<file path="src/inc/clptm_map.vh">
// Constants for the clip test mode control block
// Operation
// - Stats enable bit counts geometry output primitives
// - API mode bit picks near plane zero/minus-one
// - Position space bit: normalized or screen space
// - Viewport XY enable gates X/Y comparisons
// - Viewport Z enable gates near/far comparisons
// - Guardband enable tests XY for non-points only
// - Guardband off, viewport on: guardband equals viewport
// - Both XY tests off: vertex visible in XY
// - Negative-w enable gates w=0 plane outcode
// - User must-clip: straddling user planes block trivial accept
// - User must-clip off: flags only accept/reject
// - Eight-bit mask selects participating user flags
// - Mode 0: accept downstream, reject discard, clip
// - Mode 1: every object goes to thread
// - Mode 2: accept and clip to thread
// - Mode 3: discard every object
// - Mode 4: all but bad objects accepted
// - Adjacency always stripped before setup stage
// - Mode 5 forces thread clip; 6-7 reserved
// - Triangle strip/list provoking vertex select
// - Line strip/list provoking vertex select
// - Triangle fan provoking vertex select
`ifndef CLPTM_MAP_VH
`define CLPTM_MAP_VH
`define CLPTM_REG_CTRL 4'h0
`define CLPTM_REG_MODE 4'h1
`define CLPTM_REG_COUNT 4'h2
`define CLPTM_REG_STATUS 4'h3
`define CLPTM_BIT_STATS 9
`define CLPTM_BIT_API 30
`define CLPTM_BIT_VPOS 29
`define CLPTM_BIT_VPXY 28
`define CLPTM_BIT_VPZ 27
`define CLPTM_BIT_GB 26
`define CLPTM_BIT_NEGATIVE_W_OUTCODE 25
`define CLPTM_BIT_UMC 24
`define CLPTM_UMASK_HI 23
`define CLPTM_UMASK_LO 16
`define CLPTM_MODE_HI 15
`define CLPTM_MODE_LO 13
`define CLPTM_TRI_HI 5
`define CLPTM_TRI_LO 4
`define CLPTM_LINE_HI 3
`define CLPTM_LINE_LO 2
`define CLPTM_FAN_HI 1
`define CLPTM_FAN_LO 0
`define CLPTM_CTRL_RESET 32'h00000000
`define CLPTM_MODE_RESET 32'h00000000
`define CLPTM_DISP_PASS 2'h0
`define CLPTM_DISP_THREAD 2'h1
`define CLPTM_DISP_HWCLIP 2'h2
`define CLPTM_DISP_DISCARD 2'h3
`endif
</file>
<file path="src/hdl/clptm_top.v">
// Clip test mode control: classification, routing, provoking vertex, counter
`timescale 1ns/10ps
`include "clptm_map.vh"
module clptm_top #(
	parameter NUM_PLANES = 8,
	parameter COUNT_WIDTH = 32,
	parameter HW_CLIPPER = 1
) (
	// Clock and reset
	input wire clock,
	input wire srst,
	// Register port
	input wire [3:0] reg_addr,
	input wire [31:0] reg_wdata,
	input wire reg_write,
	input wire reg_read,
	output reg [31:0] reg_rdata,
	// Object from geometry stage, outcodes per vertex (3 vertices)
	input wire obj_valid,
	input wire obj_is_point,
	input wire obj_is_line,
	input wire obj_is_fan,
	input wire obj_has_adj,
	input wire obj_geom_prim,
	input wire [2:0] vtx_bad,
	input wire [2:0] negative_w_outcode,
	input wire [11:0] vtx_vpxy_out,
	input wire [11:0] vtx_gb_out,
	input wire [5:0] vtx_vpz_out,
	input wire [3*NUM_PLANES-1:0] user_plane_flags,
	// Configuration to vertex outcode test
	output reg near_plane_at_zero,
	output reg position_screen_space,
	// Routing result
	output reg out_valid,
	output reg [1:0] out_disp,
	output reg [1:0] out_provoking,
	output reg out_adj_stripped
);
	// Stored configuration and counters
	reg [31:0] ctrl;
	reg [31:0] mode;
	reg [COUNT_WIDTH-1:0] geom_output_prim_counter;
	reg [31:0] obj_total;

	// Decoded configuration
	wire cfg_stats_en;
	wire cfg_near_minus_one;
	wire cfg_screen_space;
	wire cfg_vpxy_en;
	wire cfg_vpz_en;
	wire cfg_gb_en;
	wire cfg_negative_w_outcode_en;
	wire cfg_umc_en;
	wire [NUM_PLANES-1:0] umask;
	wire [2:0] cmode;
	wire [1:0] tri_sel;
	wire [1:0] line_sel;
	wire [1:0] fan_sel;

	// Register port decode
	wire wr_ctrl;
	wire wr_mode;
	wire wr_count;

	// Classification
	reg [3:0] xy_v0;
	reg [3:0] xy_v1;
	reg [3:0] xy_v2;
	reg [3:0] rej_bits;
	reg [3:0] acc_bits;
	reg z_any;
	reg z_all;
	reg w_any;
	reg w_all;
	reg [NUM_PLANES-1:0] up_v0;
	reg [NUM_PLANES-1:0] up_v1;
	reg [NUM_PLANES-1:0] up_v2;
	reg [2:0] v_out;
	reg u_all_out;
	reg any_bad;
	reg f_reject;
	reg f_accept;
	reg u_straddle;
	reg f_clean;

	// Routing, provoking vertex and register next values
	reg [1:0] next_disp;
	reg next_pass;
	reg [1:0] next_prov;
	reg [COUNT_WIDTH-1:0] next_count;
	reg [31:0] next_rdata;

	assign cfg_stats_en = ctrl[`CLPTM_BIT_STATS];
	assign cfg_near_minus_one = ctrl[`CLPTM_BIT_API];
	assign cfg_screen_space = ctrl[`CLPTM_BIT_VPOS];
	assign cfg_vpxy_en = ctrl[`CLPTM_BIT_VPXY];
	assign cfg_vpz_en = ctrl[`CLPTM_BIT_VPZ];
	assign cfg_gb_en = ctrl[`CLPTM_BIT_GB];
	assign cfg_negative_w_outcode_en = ctrl[`CLPTM_BIT_NEGATIVE_W_OUTCODE];
	assign cfg_umc_en = ctrl[`CLPTM_BIT_UMC];
	assign umask = ctrl[`CLPTM_UMASK_HI:`CLPTM_UMASK_LO];
	assign cmode = mode[`CLPTM_MODE_HI:`CLPTM_MODE_LO];
	assign tri_sel = mode[`CLPTM_TRI_HI:`CLPTM_TRI_LO];
	assign line_sel = mode[`CLPTM_LINE_HI:`CLPTM_LINE_LO];
	assign fan_sel = mode[`CLPTM_FAN_HI:`CLPTM_FAN_LO];
	assign wr_ctrl = reg_write && (reg_addr == `CLPTM_REG_CTRL);
	assign wr_mode = reg_write && (reg_addr == `CLPTM_REG_MODE);
	assign wr_count = reg_write && (reg_addr == `CLPTM_REG_COUNT);

	// One vertex: XY outcode with guardband/viewport substitution
	function [3:0] xy_code;
		input vpxy_en;
		input gb_en;
		input is_point;
		input [3:0] vp;
		input [3:0] gb;
		begin
			if (gb_en && !is_point) begin
				xy_code = gb;
			end else if (vpxy_en) begin
				xy_code = vp;
			end else begin
				xy_code = 4'h0;
			end
		end
	endfunction

	// Provoking vertex index; codes above the limit fall back to vertex 0
	function [1:0] prov_pick;
		input [1:0] sel;
		input [1:0] limit;
		begin
			if (sel > limit) begin
				prov_pick = 2'h0;
			end else begin
				prov_pick = sel;
			end
		end
	endfunction

	// Disposition by classification: discard, pass when clean, else clip
	function [1:0] class_route;
		input drop;
		input clean;
		input [1:0] clip_disp;
		begin
			if (drop) begin
				class_route = `CLPTM_DISP_DISCARD;
			end else if (clean) begin
				class_route = `CLPTM_DISP_PASS;
			end else begin
				class_route = clip_disp;
			end
		end
	endfunction

	// XY outcodes per vertex and their summaries
	always @* begin
		xy_v0 = xy_code(cfg_vpxy_en, cfg_gb_en, obj_is_point, vtx_vpxy_out[3:0], vtx_gb_out[3:0]);
		xy_v1 = xy_code(cfg_vpxy_en, cfg_gb_en, obj_is_point, vtx_vpxy_out[7:4], vtx_gb_out[7:4]);
		xy_v2 = xy_code(cfg_vpxy_en, cfg_gb_en, obj_is_point, vtx_vpxy_out[11:8], vtx_gb_out[11:8]);
		rej_bits = xy_v0 & xy_v1 & xy_v2;
		acc_bits = xy_v0 | xy_v1 | xy_v2;
	end

	// Depth and negative-w outcodes
	always @* begin
		z_any = 1'b0;
		z_all = 1'b0;
		w_any = 1'b0;
		w_all = 1'b0;
		if (cfg_vpz_en) begin
			z_any = |vtx_vpz_out;
			z_all = (vtx_vpz_out[0] & vtx_vpz_out[2] & vtx_vpz_out[4]) |
				(vtx_vpz_out[1] & vtx_vpz_out[3] & vtx_vpz_out[5]);
		end
		if (cfg_negative_w_outcode_en) begin
			w_any = |negative_w_outcode;
			w_all = &negative_w_outcode;
		end
	end

	// Masked user plane flags
	always @* begin
		up_v0 = user_plane_flags[NUM_PLANES-1:0] & umask;
		up_v1 = user_plane_flags[2*NUM_PLANES-1:NUM_PLANES] & umask;
		up_v2 = user_plane_flags[3*NUM_PLANES-1:2*NUM_PLANES] & umask;
		v_out = {|up_v2, |up_v1, |up_v0};
		u_all_out = |(up_v0 & up_v1 & up_v2);
	end

	// Object classification
	always @* begin
		any_bad = |vtx_bad;
		f_reject = (rej_bits != 4'h0) || z_all || w_all || u_all_out;
		f_accept = (acc_bits == 4'h0) && !z_any && !w_any;
		u_straddle = cfg_umc_en && (v_out != 3'h0) && !f_reject;
		f_clean = f_accept && !u_straddle;
	end

	// Routing by clip mode
	always @* begin
		next_pass = 1'b1;
		case (cmode)
			3'h0: begin
				if (HW_CLIPPER != 0) begin
					next_disp = class_route(any_bad || f_reject, f_clean, `CLPTM_DISP_HWCLIP);
				end else begin
					next_disp = class_route(any_bad || f_reject, f_clean, `CLPTM_DISP_THREAD);
				end
			end
			3'h1: begin
				next_disp = `CLPTM_DISP_THREAD;
			end
			3'h2: begin
				next_disp = class_route(any_bad || f_reject, 1'b0, `CLPTM_DISP_THREAD);
			end
			3'h3: begin
				next_disp = `CLPTM_DISP_DISCARD;
			end
			3'h4: begin
				next_disp = class_route(any_bad, 1'b1, `CLPTM_DISP_PASS);
			end
			3'h5: begin
				next_disp = class_route(any_bad || f_reject, f_clean, `CLPTM_DISP_THREAD);
			end
			default: begin
				next_disp = `CLPTM_DISP_DISCARD;
				next_pass = 1'b0;
			end
		endcase
	end

	// Provoking vertex by primitive kind
	always @* begin
		if (obj_is_line) begin
			next_prov = prov_pick(line_sel, 2'h1);
		end else if (obj_is_fan) begin
			next_prov = prov_pick(fan_sel, 2'h2);
		end else begin
			next_prov = prov_pick(tri_sel, 2'h2);
		end
	end

	// Counter next value; a software write beats an increment
	always @* begin
		next_count = geom_output_prim_counter;
		if (wr_count) begin
			next_count = reg_wdata[COUNT_WIDTH-1:0];
		end else if (obj_valid && obj_geom_prim && cfg_stats_en) begin
			next_count = geom_output_prim_counter + 1'b1;
		end
	end

	// Read data next value
	always @* begin
		next_rdata = 32'h00000000;
		if (reg_read) begin
			if (reg_addr == `CLPTM_REG_CTRL) begin
				next_rdata = ctrl;
			end else if (reg_addr == `CLPTM_REG_MODE) begin
				next_rdata = mode;
			end else if (reg_addr == `CLPTM_REG_COUNT) begin
				next_rdata[COUNT_WIDTH-1:0] = geom_output_prim_counter;
			end else if (reg_addr == `CLPTM_REG_STATUS) begin
				next_rdata = obj_total;
			end
		end
	end

	// Control register; clearing the stats bit is left to software
	always @(posedge clock) begin
		if (srst) begin
			ctrl <= `CLPTM_CTRL_RESET;
		end else if (wr_ctrl) begin
			ctrl <= reg_wdata;
		end
	end

	// Mode register
	always @(posedge clock) begin
		if (srst) begin
			mode <= `CLPTM_MODE_RESET;
		end else if (wr_mode) begin
			mode <= reg_wdata;
		end
	end

	// Geometry output primitive counter
	always @(posedge clock) begin
		if (srst) begin
			geom_output_prim_counter <= {COUNT_WIDTH{1'b0}};
		end else begin
			geom_output_prim_counter <= next_count;
		end
	end

	// Total objects seen
	always @(posedge clock) begin
		if (srst) begin
			obj_total <= 32'h00000000;
		end else if (obj_valid) begin
			obj_total <= obj_total + 32'h00000001;
		end
	end

	// Read data, one cycle after the strobe
	always @(posedge clock) begin
		if (srst) begin
			reg_rdata <= 32'h00000000;
		end else begin
			reg_rdata <= next_rdata;
		end
	end

	// Near plane choice for the outcode test
	always @(posedge clock) begin
		if (srst) begin
			near_plane_at_zero <= 1'b1;
		end else begin
			near_plane_at_zero <= ~cfg_near_minus_one;
		end
	end

	// Position space for the outcode test
	always @(posedge clock) begin
		if (srst) begin
			position_screen_space <= 1'b0;
		end else begin
			position_screen_space <= cfg_screen_space;
		end
	end

	// Result valid
	always @(posedge clock) begin
		if (srst) begin
			out_valid <= 1'b0;
		end else begin
			out_valid <= obj_valid & next_pass;
		end
	end

	// Disposition
	always @(posedge clock) begin
		if (srst) begin
			out_disp <= 2'h0;
		end else begin
			out_disp <= next_disp;
		end
	end

	// Provoking vertex
	always @(posedge clock) begin
		if (srst) begin
			out_provoking <= 2'h0;
		end else begin
			out_provoking <= next_prov;
		end
	end

	// Adjacency removal flag
	always @(posedge clock) begin
		if (srst) begin
			out_adj_stripped <= 1'b0;
		end else begin
			out_adj_stripped <= obj_valid & obj_has_adj;
		end
	end
endmodule // clptm_top

</file>
<file path="config.mk">
export PLATFORM = sky130hd
export DESIGN_NAME = clptm_top
export DESIGN_NICKNAME = d
export VERILOG_FILES = /design/src/hdl/clptm_top.v
export VERILOG_INCLUDE_DIRS = /design/src /design/src/inc
export SDC_FILE = /design/constraint.sdc
export NUM_CORES = 1
export LEC_CHECK = 0
export ABC_AREA = 1
export BUFFER_PORTS_ARGS = -buffer_cell sky130_fd_sc_hd__buf_2
export CORE_MARGIN = 3
export CORE_UTILIZATION = 57
export DETAILED_ROUTE_END_ITERATION = 12
export PLACE_DENSITY = 0.81
export SLEW_MARGIN = 10
export SYNTH_ARGS = -nofsm -noshare
export SYNTH_HDL_FRONTEND = slang
export SYNTH_SLANG_ARGS = --single-unit
</file>
<file path="constraint.sdc">
create_clock -name clock -period 1.9 [get_ports clock]
set_input_delay 0.475 -clock clock [delete_from_list [all_inputs] [get_ports clock]]
set_output_delay 0.475 -clock clock [all_outputs]
set_load 0.03 [all_outputs]
</file>
Yosys cells after proc, flatten, opt, wreduce, memory -nomap -nowiden
Cells that the tools add are included.
{ "classes": {"add_sub_neg": 2, "n_lt_le_gt_ge": 3, "eq_ne": 8, "muxes": 29, "bitwise_logic": 18, "reduce_logical": 36} }
{ "op_table": {"columns": ["cell", "n"], "rows": [
  ["$mux 32", 6],
  ["$add 32x1->32 const B", 2],
  ["$and 8x8->8", 5],
  ["$reduce_or 8->1", 4],
  ["$mux 4", 6],
  ["$mux 2", 10],
  ["$reduce_or 6->1", 2],
  ["$logic_and 1x1->1", 11],
  ["$pmux 2 s5", 1],
  ["$and 4x4->4", 2],
  ["$eq 4x2->1 const B", 2],
  ["$logic_not 4->1", 2],
  ["$or 4x4->4", 2],
  ["$and 1x1->1", 6],
  ["$eq 3x2->1 const B", 2],
  ["$eq 3x3->1 const B", 2],
  ["$mux 1", 6],
  ["$reduce_or 3->1", 2],
  ["$logic_not 1->1", 5],
  ["$eq 4x1->1 const B", 1],
  ["$gt 2x2->1 const B", 2],
  ["$logic_or 1x1->1", 4],
  ["$reduce_bool 4->1", 1],
  ["$eq 3x1->1 const B", 1],
  ["other kinds (8)", 9]
]} }
{ "totals": {"register_bits": 168, "input_bits": 106, "output_inout_bits": 40, "word_cells": 107} }

Depth between registers and ports, before layout
Gate-level depths: netlist (run 1).
{ "depth": {"word_depth": 16, "depth_mapped": 13, "ltp_nobuf": 12} }

Least setup slack after synthesis (run 1)
Ideal clock, no wire load.
{ "synth_timing": {"kind": "input to register", "start": "input port reg_addr[3]", "end": "register geom_output_prim_counter[5]", "setup_time_ns": 0.128, "arrival_time_ns": 1.462, "t_required_ns": 1.772, "slack_ns": 0.311, "cell_stages": 9, "n_path_buf": 1, "cell_sequence": "nor2_1 nand3_1 inv_2 nand2_2 nand2_2 buf_2 nor2_1 a221oi_1 nor2_1"} }
{ "synth_via": {"elab_chain_len": 3} }
{ "synth_lines": {"columns": ["element", "line_no", "rtl"], "rows": [
  ["start: declaration", "clptm_top.v:13", "input wire [3:0] reg_addr,"],
  ["$eq 4x2->1 (no source line) (*)", null, null],
  ["$logic_and 1x1->1 (*)", "clptm_top.v:109", "assign wr_count = reg_write && (reg_addr == `CLPTM_REG_COUNT);"],
  ["$mux 32 / $reduce_bool 2->1 (equally long branches)", null, null],
  ["end signal: assignment", "clptm_top.v:293", "geom_output_prim_counter <= {COUNT_WIDTH{1'b0}};"],
  ["end signal: assignment", "clptm_top.v:295", "geom_output_prim_counter <= next_count;"],
  ["end: declaration", "clptm_top.v:43", "reg [COUNT_WIDTH-1:0] geom_output_prim_counter;"]
]} }
Every way passes the cells marked *; elsewhere a longest branch is shown, timed or not.
A chain may end at the register's enable or synchronous reset.

Worst setup path after layout (run 1)
{ "layout_timing": {"start": "register geom_output_prim_counter[10]", "end": "register geom_output_prim_counter[29]"} }
{ "layout_via": {"elab_chain_len": 3} }
{ "layout_lines": {"columns": ["element", "line_no", "rtl"], "rows": [
  ["$add 32x1->32", "clptm_top.v:252", "next_count = geom_output_prim_counter + 1'b1;"],
  ["$mux 32", "clptm_top.v:251", "end else if (obj_valid && obj_geom_prim && cfg_stats_en) begin"],
  ["$mux 32", "clptm_top.v:249", "if (wr_count) begin"]
]} }
Every way passes these cells. The select of a mux whose other input is x is not followed.

==> key figures, run 1 <==
Route
  • Drt first pass iters: 5
  • DR WL met3: slightly below 2000 um
  • Vias: 9252
  • Met1 WL: roughly 10000 um
  • Routed length per instance: ~16 um
  • Met2 WL: 12100 um
  • DR DRC count: 0
  • Post-route ant nets: 0
  • DR iter-0 viols: just under 900
  • Wirelength, routed: 25300 um
  • Top layer reached by signal wires: met4
  • Vias per cell: roughly 5.7

Timing
  • PnR worst setup slack: 0.104 ns
  • Final-report max-slew violation count: 0
  • Slew headroom: between 60% and 70%
  • RSZ-0062 raised after global routing: false
  • Min Tclk post-route: 1.80 ns
  • Slew @ Worst Pin: roughly 0.49 ns
  • Hold Violations, Final: 0
  • Clock Skews: about 0.0077 ns
  • Final setup viols: 0
  • Fmax: approximately 560 MHz
  • Period Utilization, post-route: between 90% and 100%
  • Post-Route Setup TNS: 0 ns

Yosys
  • Mapped cell area: between 0.008 and 0.009 mm^2
  • Largest family of logic cells by synthesized area: simple AND/OR/NAND/NOR gates
  • Adder-cell share of the synthesized area: less than 1%
  • Synth Register Bits: ~170
  • Synthesized instance count: 1291
  • Post-synthesis mux area share: 0%
  • Post-synth EDFFs: 0
  • Avg Cell Area, Syn: 6.69 um^2
  • Post-Synthesis Net Count: 1399
  • Xor and xnor area share after synthesis: ~2.4%
  • Synth Flop Type: dfxtp_1
  • Yosys cell types: 40
  • Sequential-to-total area share from yosys stat: between 30% and 40%
  • Post-synthesis simple-gate area fraction: roughly a third
  • Compound-gate portion of the synthesized area: between 10% and 20%
  • Async SR Flop Fraction: 0%
  • Synth Warn #: 0

Clocking
  • Clock transition at path regs: about 0.070 ns
  • Max Buffers Root-to-Sink: 2
  • Hold_buf cts: 0
  • CTS tree: built
  • TritonCTS Sinks: about 170
  • Num CTS Buffers: 17
  • Root buffer cell: clkbuf_16
  • Clock Latency Late Sink: 0.43 ns
  • H-tree levels: 4

Power
  • Pwr/cell area: approximately 740 mW/mm^2
  • VDD IR max: slightly below 0.9 mV
  • Power Total: 0.00764 W
  • Leakage: 4.21 nW

Layout
  • Final Core Density: between 70% and 80%
  • Area growth syn-to-layout: 19.7%
  • Share of layout cells above drive strength 1: between 10% and 20%
  • Non-Filler Instances: ~1.6k
  • Most common cell after layout, fill and taps aside: nand2_1
  • Fill cell count: 1266
  • Most frequent cells in the layout: nand2_1 (324), dfxtp_1 (168), a21oi_1 (163)
  • Post-layout nets: 1537
  • Ant. Diodes: 0

Place
  • Port bufs: about 150
  • GP Congestion: 0.958
  • Setup WS pre-CTS: about 0.028 ns
  • Final HPWL DP: ~18000 um
  • Inst Count DP: 1594

Critical path
  • CP arrival: between 2 and 2.5 ns
  • Crit path largest cell delay: approximately 0.43 ns
  • Crit-path cells: nand2_1 > nor2_1 > nand4_1 > nor2_1 > nand2_1 > xor2_1 > a21oi_1 > nor2_1
  • Kind of critical path: reg -> reg
  • CP Data Required Time: about 2.2 ns
  • Crit start category: flip-flop
  • Crit-path max FO: 5
  • CP max stage cell: dfxtp_1
  • Critical Path End Type: flip-flop
  • Worst path most repeated cell: nor2_1

Global routing
  • Largest net degree at the start of global routing: 97
  • Vias in the first global route: 8694
  • Remaining Overflow, GRT: 0
  • Initial antenna violation count: 0
  • First-pass GRT wire length: around 41000 um
  • Total track usage: a little under a third

Die
  • Die H: 129 um
  • Initial core utilization: 58.8%
  • Die extent in x: 129 um
  • I/O pins: between 100 and 150
  • Die ar.: 0.0167 mm^2
  • Site Rows: 44
  • Core area: roughly 0.015 mm^2

Min path
  • Hold crit path type: in -> reg

Run status
  • Status: completed

Flow run
  • Maxcap violations: 0
==> synthesized netlist by cell type (7+ instances only) <==
master,count,area (um^2)
nand3_1,98,490
a21oi_1,163,816
buf_2,20,100
a31oi_1,10,62.6
inv_2,10,37.5
nor2_2,7,43.8
nor3_1,36,180
inv_1,127,477
o21ai_0,42,210
clkbuf_1,33,124
xor2_1,24,210
dfxtp_1,168,3360
nand2_2,10,62.6
nand4_1,17,106
nand2_1,325,1220
nor2_1,112,420
o22ai_1,28,175
==> critical path, delay by kind of cell (launching register included) <==
family | cells | cell delay, ns
flops | 1 | 0.43
simple gates | 6 | 0.90
xor+xnor | 1 | 0.17
compound gates | 1 | 0.17
==> metal layers <==
layer	global-route usage, %	up-vias
li1	-	4537
met1	37.6	4228
met2	50.5	409
met3	6.39	78
met4	14.1	0
met5	0	-
==> through the flow <==
stage                     area, um^2  hold WS, ns
after floorplan                 8640        0.379
after global placement          9730        0.391
after detailed placement        9730        0.405
after CTS                      10300        0.236
after global routing           10300        0.248
final                          10300        0.248
==> path summary, 6_finish.rpt <==
check | cells past startpoint | start | to | slack (ns)
max | 8 | geom_output_prim_counter[10] | geom_output_prim_counter[29] | 0.10
min | 2 | obj_is_line | out_provoking[1] | 0.25
max reg2reg | 8 | geom_output_prim_counter[10] | geom_output_prim_counter[29] | 0.10
min reg2reg | 1 | ctrl[30] | near_plane_at_zero | 0.42
==> logic make-up (layout without fill, tap and decap cells) <==
| family | Yosys count | count (layout) |
|---|---|---|
| AO/OA/AOI/OAI | 269 | 269 |
| XOR/XNOR | 24 | 24 |
| adder cells (fa/ha/maj) | 2 | 2 |
| buffers and inverters | 199 | 350 |
| flip-flops | 168 | 168 |
| AND/OR/NAND/NOR | 629 | 629 |
==> final cells by class <==
cell class | instances | area, um^2 | share of cell area (%)
Inverter | 138 | 518 | 5.01
Sequential cell | 168 | 3360 | 32.5
Timing Repair Buffer | 180 | 1130 | 10.9
Multi-Input combinational cell | 924 | 4500 | 43.5
Tap cell | 184 | 230 | 2.23
Clock inverter | 14 | 171 | 1.66
Clock buffer | 18 | 429 | 4.15
==> where the power goes <==
group          internal (W)  switching (W)
clock               0.00208        0.00146
sequential          0.00356      0.0000316
combinational      0.000188       0.000326
==> timing repair <==
| item | 4_1_cts | 5_1_grt |
|---|---|---|
| resized for setup | 0 | 5 |
| buffers inserted | 0 | 0 |
| endpoints found under the setup margin | 0 | 3 |
==> flip-flops by register name, summed over array words and instances, names as in the netlist <==
register,flops
ctrl,32
geom_output_prim_counter,32
mode,32
near_plane_at_zero,1
obj_total,32
out_adj_stripped,1
out_disp,2
out_provoking,2
out_valid,1
position_screen_space,1
reg_rdata,32
(Power assumes the default switching activity.)
==> inputs of run 2 (changes only) <==
--- a/config.mk
+++ b/config.mk
@@ -9,9 +9,10 @@
 export ABC_AREA = 1
 export BUFFER_PORTS_ARGS = -buffer_cell sky130_fd_sc_hd__buf_2
 export CORE_MARGIN = 3
-export CORE_UTILIZATION = 57
+export CORE_UTILIZATION = 59
+export CTS_BUF_LIST = sky130_fd_sc_hd__clkbuf_2 sky130_fd_sc_hd__clkbuf_4 sky130_fd_sc_hd__clkbuf_8
 export DETAILED_ROUTE_END_ITERATION = 12
-export PLACE_DENSITY = 0.81
+export PLACE_DENSITY = 0.93
 export SLEW_MARGIN = 10
 export SYNTH_ARGS = -nofsm -noshare
 export SYNTH_HDL_FRONTEND = slang
==> run 2 against run 1 <==
Net effect:
- fmax rose by 1.3%
- register-to-register slack improved by 0.02 ns
- sequential power barely moved
- clock skew rose by 0.0063 ns
- hold slack got worse by 0.071 ns
- non-clock buffer count fell by 3
- critical endpoint is now geom_output_prim_counter[27]
==> key figures, run 2 (synthesized netlist as in run 1, its figures left out) <==
Clocking
  • Root buffer cell: clkbuf_8
  • Clock transition at path regs: 0.10 ns (+0.03 ns)
  • H-tree levels: 4 (unchanged)
  • Num CTS Buffers: 17 (unchanged)
  • Max Buffers Root-to-Sink: 2 (unchanged)
  • CTS tree: built
  • Clock Latency Late Sink: 0.49 ns (+0.06 ns)
  • TritonCTS Sinks: 168 (unchanged)

Route
  • Vias per cell: 5.80 (+1.9%)
  • Drt first pass iters: 6 (+1)
  • Vias: 9387 (+1.5%)
  • Wirelength, routed: 25100 um (-0.76%)
  • Routed length per instance: 15.5 um (-0.33%)
  • DR DRC count: 0 (unchanged)
  • Post-route ant nets: 0 (unchanged)
  • DR iter-0 viols: 852 (-2.1%)

Flow run
  • Maxcap violations: 0 (unchanged)

Place
  • Port bufs: 145 (unchanged)
  • Setup WS pre-CTS: -0.0903 ns (-0.118 ns)
  • GP Congestion: 0.945 (-1.4%)
  • Final HPWL DP: 18100 um (-0.86%)
  • Dpl cell area: 0.00968 mm^2 (-0.51%)

Timing
  • Slew @ Worst Pin: 0.477 ns (-0.0170 ns)
  • Slew headroom: 68.2% (+1.1 points)
  • Min Tclk post-route: 1.77 ns (-0.0233 ns)
  • Fmax: 564 MHz (+1.3%)
  • WHS: 0.177 ns (-0.0708 ns)
  • Clock Skews: 0.0139 ns (+0.00626 ns)
  • Hold Violations, Final: 0 (unchanged)
  • Final-report max-slew violation count: 0 (unchanged)
  • PnR worst setup slack: 0.127 ns (+0.0233 ns)
  • Final setup viols: 0 (unchanged)
  • Period Utilization, post-route: 93.3% (-1.2 points)

Global routing
  • Total track usage: 30.4% (+0.15 points)
  • Initial antenna violation count: 0 (unchanged)
  • First-pass GRT wire length: 40400 um (-1.4%)
  • Largest net degree at the start of global routing: 97 (unchanged)
  • Vias in the first global route: 8464 (-2.6%)
  • Remaining Overflow, GRT: 0 (unchanged)

Critical path
  • Crit start category: flip-flop
  • CP Data Required Time: 2.27 ns (+0.07 ns)
  • CP arrival: 2.14 ns (+0.05 ns)
  • Kind of critical path: reg -> reg
  • R2R Path Start: geom_output_prim_counter[7]
  • Critical Path End Type: flip-flop
  • Reg2reg setup slack: 0.13 ns (+0.02 ns)
  • Critical path capture point: geom_output_prim_counter[27]
  • R2R depth: 8 (unchanged)
  • Crit-path max FO: 7 (+2)
  • Worst r2r dst: geom_output_prim_counter[27]
  • Critical path startpoint: geom_output_prim_counter[7]

Die
  • I/O pins: 146 (unchanged)
  • Die extent in x: 127 um (-1.6%)
  • Die ar.: 0.0161 mm^2 (-3.2%)
  • Core area: 0.0141 mm^2 (-4.1%)
  • Die H: 127 um (-1.6%)
  • Site Rows: 43 (-2.3%)
  • Initial core utilization: 61.3% (+2.5 points)

Layout
  • Ant. Diodes: 0 (unchanged)
  • Post-route cell area: 0.0101 mm^2 (-2.4%)
  • Fill cell count: 1134 (-10%)
  • Area growth syn-to-layout: 16.8%
  • Final Core Density: 71.6% (+1.2 points)
  • Most frequent cells in the layout: nand2_1 (325), dfxtp_1 (166), a21oi_1 (163)
  • Post-layout nets: 1534 (-0.20%)
  • Most common cell after layout, fill and taps aside: nand2_1
  • Share of layout cells above drive strength 1: 18.3% (+0.11 points)

Power
  • Switch Pwr: 0.00183 W (+0.99%)
  • Switching part of the total: 27.5% (+3.8 points)
  • Power Total: 0.00667 W (-13%)
  • Sequential fraction of design power: 53.9% (+6.9 points)
  • Clock power share: 38.5% (-7.8 points)
  • Pwr/cell area: 660 mW/mm^2 (-11%)
  • Leakage: 4.09 nW (-2.8%)
  • VDD IR max: 0.707 mV (-19%)
  • Combinational share of power: 7.6% (+0.9 points)
  • Internal power: 0.00483 W (-17%)

Min path
  • Hold crit path type: in -> reg

Run status
  • Status: completed
run 2: worst max-delay path, cell delays in order (launching register included):
cell	delay [ns]
dfxtp_1	0.53
nand2_4	0.15
nor2_8	0.18
nand2_1	0.07
nor2_1	0.25
nand2_1	0.15
xor2_1	0.16
a21oi_1	0.12
nor2_1	0.05
run 2: how the worst min path moves through the flow:
stage / depth (start not counted) / slack (ns) / end / startpoint
4_1_cts: 2 / 0.17 / out_provoking[1] / obj_is_line
3_5_place_dp: 1 / 0.41 / near_plane_at_zero / ctrl[30]
2_1_floorplan: 1 / 0.38 / near_plane_at_zero / ctrl[30]
5_1_grt: 2 / 0.18 / out_provoking[1] / obj_is_line
6_report: 2 / 0.18 / out_provoking[1] / obj_is_line
3_3_place_gp: 1 / 0.40 / near_plane_at_zero / ctrl[30]
run 2: metal layers:
metal | global-route usage (%) | share of wire [%] | vias up | wire length, um
met5 | 0 | 0 | - | 0
li1 | - | - | 4529 | -
met2 | 50.5 | 48 | 485 | 12000
met3 | 5.98 | 9.0 | 72 | 2270
met4 | 12.4 | 3.0 | 0 | 757
met1 | 39.0 | 40 | 4301 | 10100
run 2: stage by stage:
| step | instances | setup TNS [ns] |
|---|---|---|
| final | 1619 | 0 |
| after global routing | 1619 | -0.0157 |
| after CTS | 1618 | 0 |
| after detailed placement | 1586 | -0.163 |
| after global placement | 1586 | 0 |
| after floorplan | 1291 | 0 |
run 2: area by class of cell:
class,count,area [um^2],area share [%]
clock buffer,17,234,2.32
inverter,138,518,5.13
sequential,168,3370,33.3
multi-input combinational,924,4500,44.6
tap,180,225,2.23
timing repair buffer,177,1090,10.8
clock inverter,15,158,1.56
run 2: timing repair:
item | in CTS | in global routing
endpoints found under the setup margin | 0 | 6
setup buffers | 0 | 1
hold buffers | 0 | 0
resized for setup | 0 | 7
run 2: power by group through the flow:
stage	sequential, W	combinational [W]	clock, W
finish	0.00359	0.000507	0.00257
global route	0.00360	0.000554	0.00272
CTS	0.00359	0.000496	0.00259
detailed placement	0.00367	0.000492	0
global placement	0.00367	0.000485	0
floorplan	0.00368	0.000235	0
==> inputs of run 3 (changes only) <==
--- a/config.mk
+++ b/config.mk
@@ -8,11 +8,13 @@
 export LEC_CHECK = 0
 export ABC_AREA = 1
 export BUFFER_PORTS_ARGS = -buffer_cell sky130_fd_sc_hd__buf_2
+export CELL_PAD_IN_SITES_DETAIL_PLACEMENT = 0
+export CELL_PAD_IN_SITES_GLOBAL_PLACEMENT = 1
 export CORE_MARGIN = 3
-export CORE_UTILIZATION = 59
+export CORE_UTILIZATION = 41
 export CTS_BUF_LIST = sky130_fd_sc_hd__clkbuf_2 sky130_fd_sc_hd__clkbuf_4 sky130_fd_sc_hd__clkbuf_8
 export DETAILED_ROUTE_END_ITERATION = 12
-export PLACE_DENSITY = 0.93
+export PLACE_DENSITY = 0.92
 export SLEW_MARGIN = 10
 export SYNTH_ARGS = -nofsm -noshare
 export SYNTH_HDL_FRONTEND = slang
==> run 3 against run 2 <==
Net effect:
- die area grew 42%
- critical path type unchanged
- global-route usage shrank 7.5 points
- largest cell class unchanged
- clock power grew 5%
==> key figures, run 3 (synthesized netlist as in run 1, its figures left out) <==
Critical path
  • Crit start category: flip-flop
  • Kind of critical path: reg -> reg
  • CP Data Required Time: 2.24 ns (-0.03 ns)
  • Reg2reg setup slack: 0.12 ns (about the same)
  • R2R Path Start: obj_total[0]
  • R2R depth: 10 (+2)
  • Critical Path End Type: flip-flop
  • Critical path startpoint: obj_total[0]
  • Critical path capture point: obj_total[24]
  • Worst r2r dst: obj_total[24]
  • Crit-path max FO: 3 (-4)
  • CP arrival: 2.12 ns (-0.02 ns)

Timing
  • Slew headroom: 68.0% (-0.19 points)
  • Hold Violations, Final: 0 (unchanged)
  • Final-report max-slew violation count: 0 (unchanged)
  • Final setup viols: 0 (unchanged)
  • Post-Route Setup TNS: 0 ns (unchanged)
  • Min Tclk post-route: 1.78 ns (+0.00797 ns)
  • Fmax: 562 MHz (-0.45%)
  • Clock Skews: 0.0117 ns (-0.00220 ns)
  • Period Utilization, post-route: 93.7% (+0.42 points)
  • Slew @ Worst Pin: 0.480 ns (+0.00288 ns)
  • RSZ-0062 raised after global routing: true
  • PnR worst setup slack: 0.119 ns (-0.00797 ns)

Layout
  • Post-layout nets: 1543 (+0.59%)
  • Fill cell count: 2141 (+89%)
  • Final Core Density: 50.2% (-21 points)
  • Most frequent cells in the layout: nand2_1 (325), dfxtp_1 (167), a21oi_1 (163)
  • Area growth syn-to-layout: 19.2%
  • Share of layout cells above drive strength 1: 18.6% (+0.37 points)
  • Non-Filler Instances: 1718 (+6.1%)
  • Ant. Diodes: 0 (unchanged)
  • Most common cell after layout, fill and taps aside: nand2_1

Place
  • Inst Count DP: 1686 (+6.3%)
  • Final HPWL DP: 20000 um (+11%)
  • GP Congestion: 0.941 (-0.37%)
  • Port bufs: 145 (unchanged)
  • Setup WS pre-CTS: -0.00194 ns (+0.0884 ns)

Route
  • Vias: 9003 (-4.1%)
  • DR DRC count: 0 (unchanged)
  • Vias per cell: 5.24 (-9.6%)
  • Post-route ant nets: 0 (unchanged)
  • Routed length per instance: 15.5 um (+0.15%)
  • Drt first pass iters: 5 (-1)
  • Wirelength, routed: 26700 um (+6.3%)
  • DR iter-0 viols: 641 (-25%)

Min path
  • HP Start: obj_is_line
  • Hold crit path type: in -> reg

Global routing
  • Initial antenna violation count: 0 (unchanged)
  • Total track usage: 22.9% (-7.5 points)
  • Largest net degree at the start of global routing: 97 (unchanged)
  • Vias in the first global route: 8122 (-4.0%)
  • First-pass GRT wire length: 41800 um (+3.6%)
  • Remaining Overflow, GRT: 0 (unchanged)

Run status
  • Status: completed

Power
  • Leakage: 4.16 nW (+1.6%)
  • Power Total: 0.00680 W (+2.0%)
  • VDD IR max: 0.633 mV (-10%)
  • Pwr/cell area: 661 mW/mm^2 (about the same)

Die
  • Die extent in x: 151 um (+19%)
  • Initial core utilization: 42.1% (-19 points)
  • Site Rows: 52 (+21%)
  • Core area: 0.0205 mm^2 (+45%)
  • I/O pins: 146 (unchanged)
  • Die H: 151 um (+19%)
  • Die ar.: 0.0228 mm^2 (+42%)

Flow run
  • Maxcap violations: 0 (unchanged)

Clocking
  • CTS tree: built
  • Max Buffers Root-to-Sink: 2 (unchanged)
  • Clock Latency Late Sink: 0.47 ns (-0.02 ns)
  • Clock transition at path regs: 0.10 ns (about the same)
  • Root buffer cell: clkbuf_8
  • Num CTS Buffers: 17 (unchanged)
  • TritonCTS Sinks: 168 (unchanged)
  • H-tree levels: 4 (unchanged)
  • Setup Buffers After CTS: 0 (unchanged)
==> run 3: repair_timing <==
action	in CTS	in global routing
gates resized for setup	0	5
setup endpoints to repair	0	8
hold buffers	0	0
==> run 3: power breakdown <==
group	internal, W	total (W)	switching [W]
registers	0.00356	0.00359	0.0000322
clock network	0.00126	0.00269	0.00144
logic	0.000187	0.000515	0.000328
total	0.00500	0.00680	0.00180
==> run 3: worst min-delay path by stage <==
| stage | to | cells past startpoint |
|---|---|---|
| 2_1_floorplan | near_plane_at_zero | 1 |
| 3_3_place_gp | near_plane_at_zero | 1 |
| 3_5_place_dp | near_plane_at_zero | 1 |
| 4_1_cts | out_provoking[1] | 2 |
| 5_1_grt | out_provoking[1] | 2 |
| 6_report | out_provoking[1] | 2 |
==> run 3: critical path, stage by stage, from the launching register on <==
cell and delay, ns:
dfxtp_1 0.39, ha_2 0.23, nand3_2 0.12, nor2_2 0.12
nand2_1 0.07, nor2_1 0.12, nand2_1 0.12, nor2_2 0.16
nand2_1 0.11, nor3_1 0.15, nor3_1 0.06
==> run 3: layout make-up <==
cell class                      instances  area, um^2  share of cell area, %
Clock buffer                           19         255                   2.48
Clock inverter                         13         158                   1.53
Inverter                              138         518                   5.03
Multi-Input combinational cell        924        4500                   43.7
Sequential cell                       168        3360                   32.7
Tap cell                              270         338                   3.28
Timing Repair Buffer                  186        1160                   11.3
==> run 3: routing by layer <==
layer | wire length (um) | track usage, % | vias up
met1 | 12000 | 31.3 | 4164
met5 | 0 | 0 | -
met2 | 12800 | 37.6 | 278
li1 | - | - | 4536
met4 | 311 | 5.49 | 0
met3 | 1610 | 4.25 | 25
==> run 3: stage by stage <==
step | hold slack [ns] | area (um^2)
2_1_floorplan | 0.379 | 8640
3_3_place_gp | 0.396 | 9870
3_5_place_dp | 0.400 | 9870
4_1_cts | 0.168 | 10300
5_1_grt | 0.175 | 10300
6_report | 0.196 | 10300
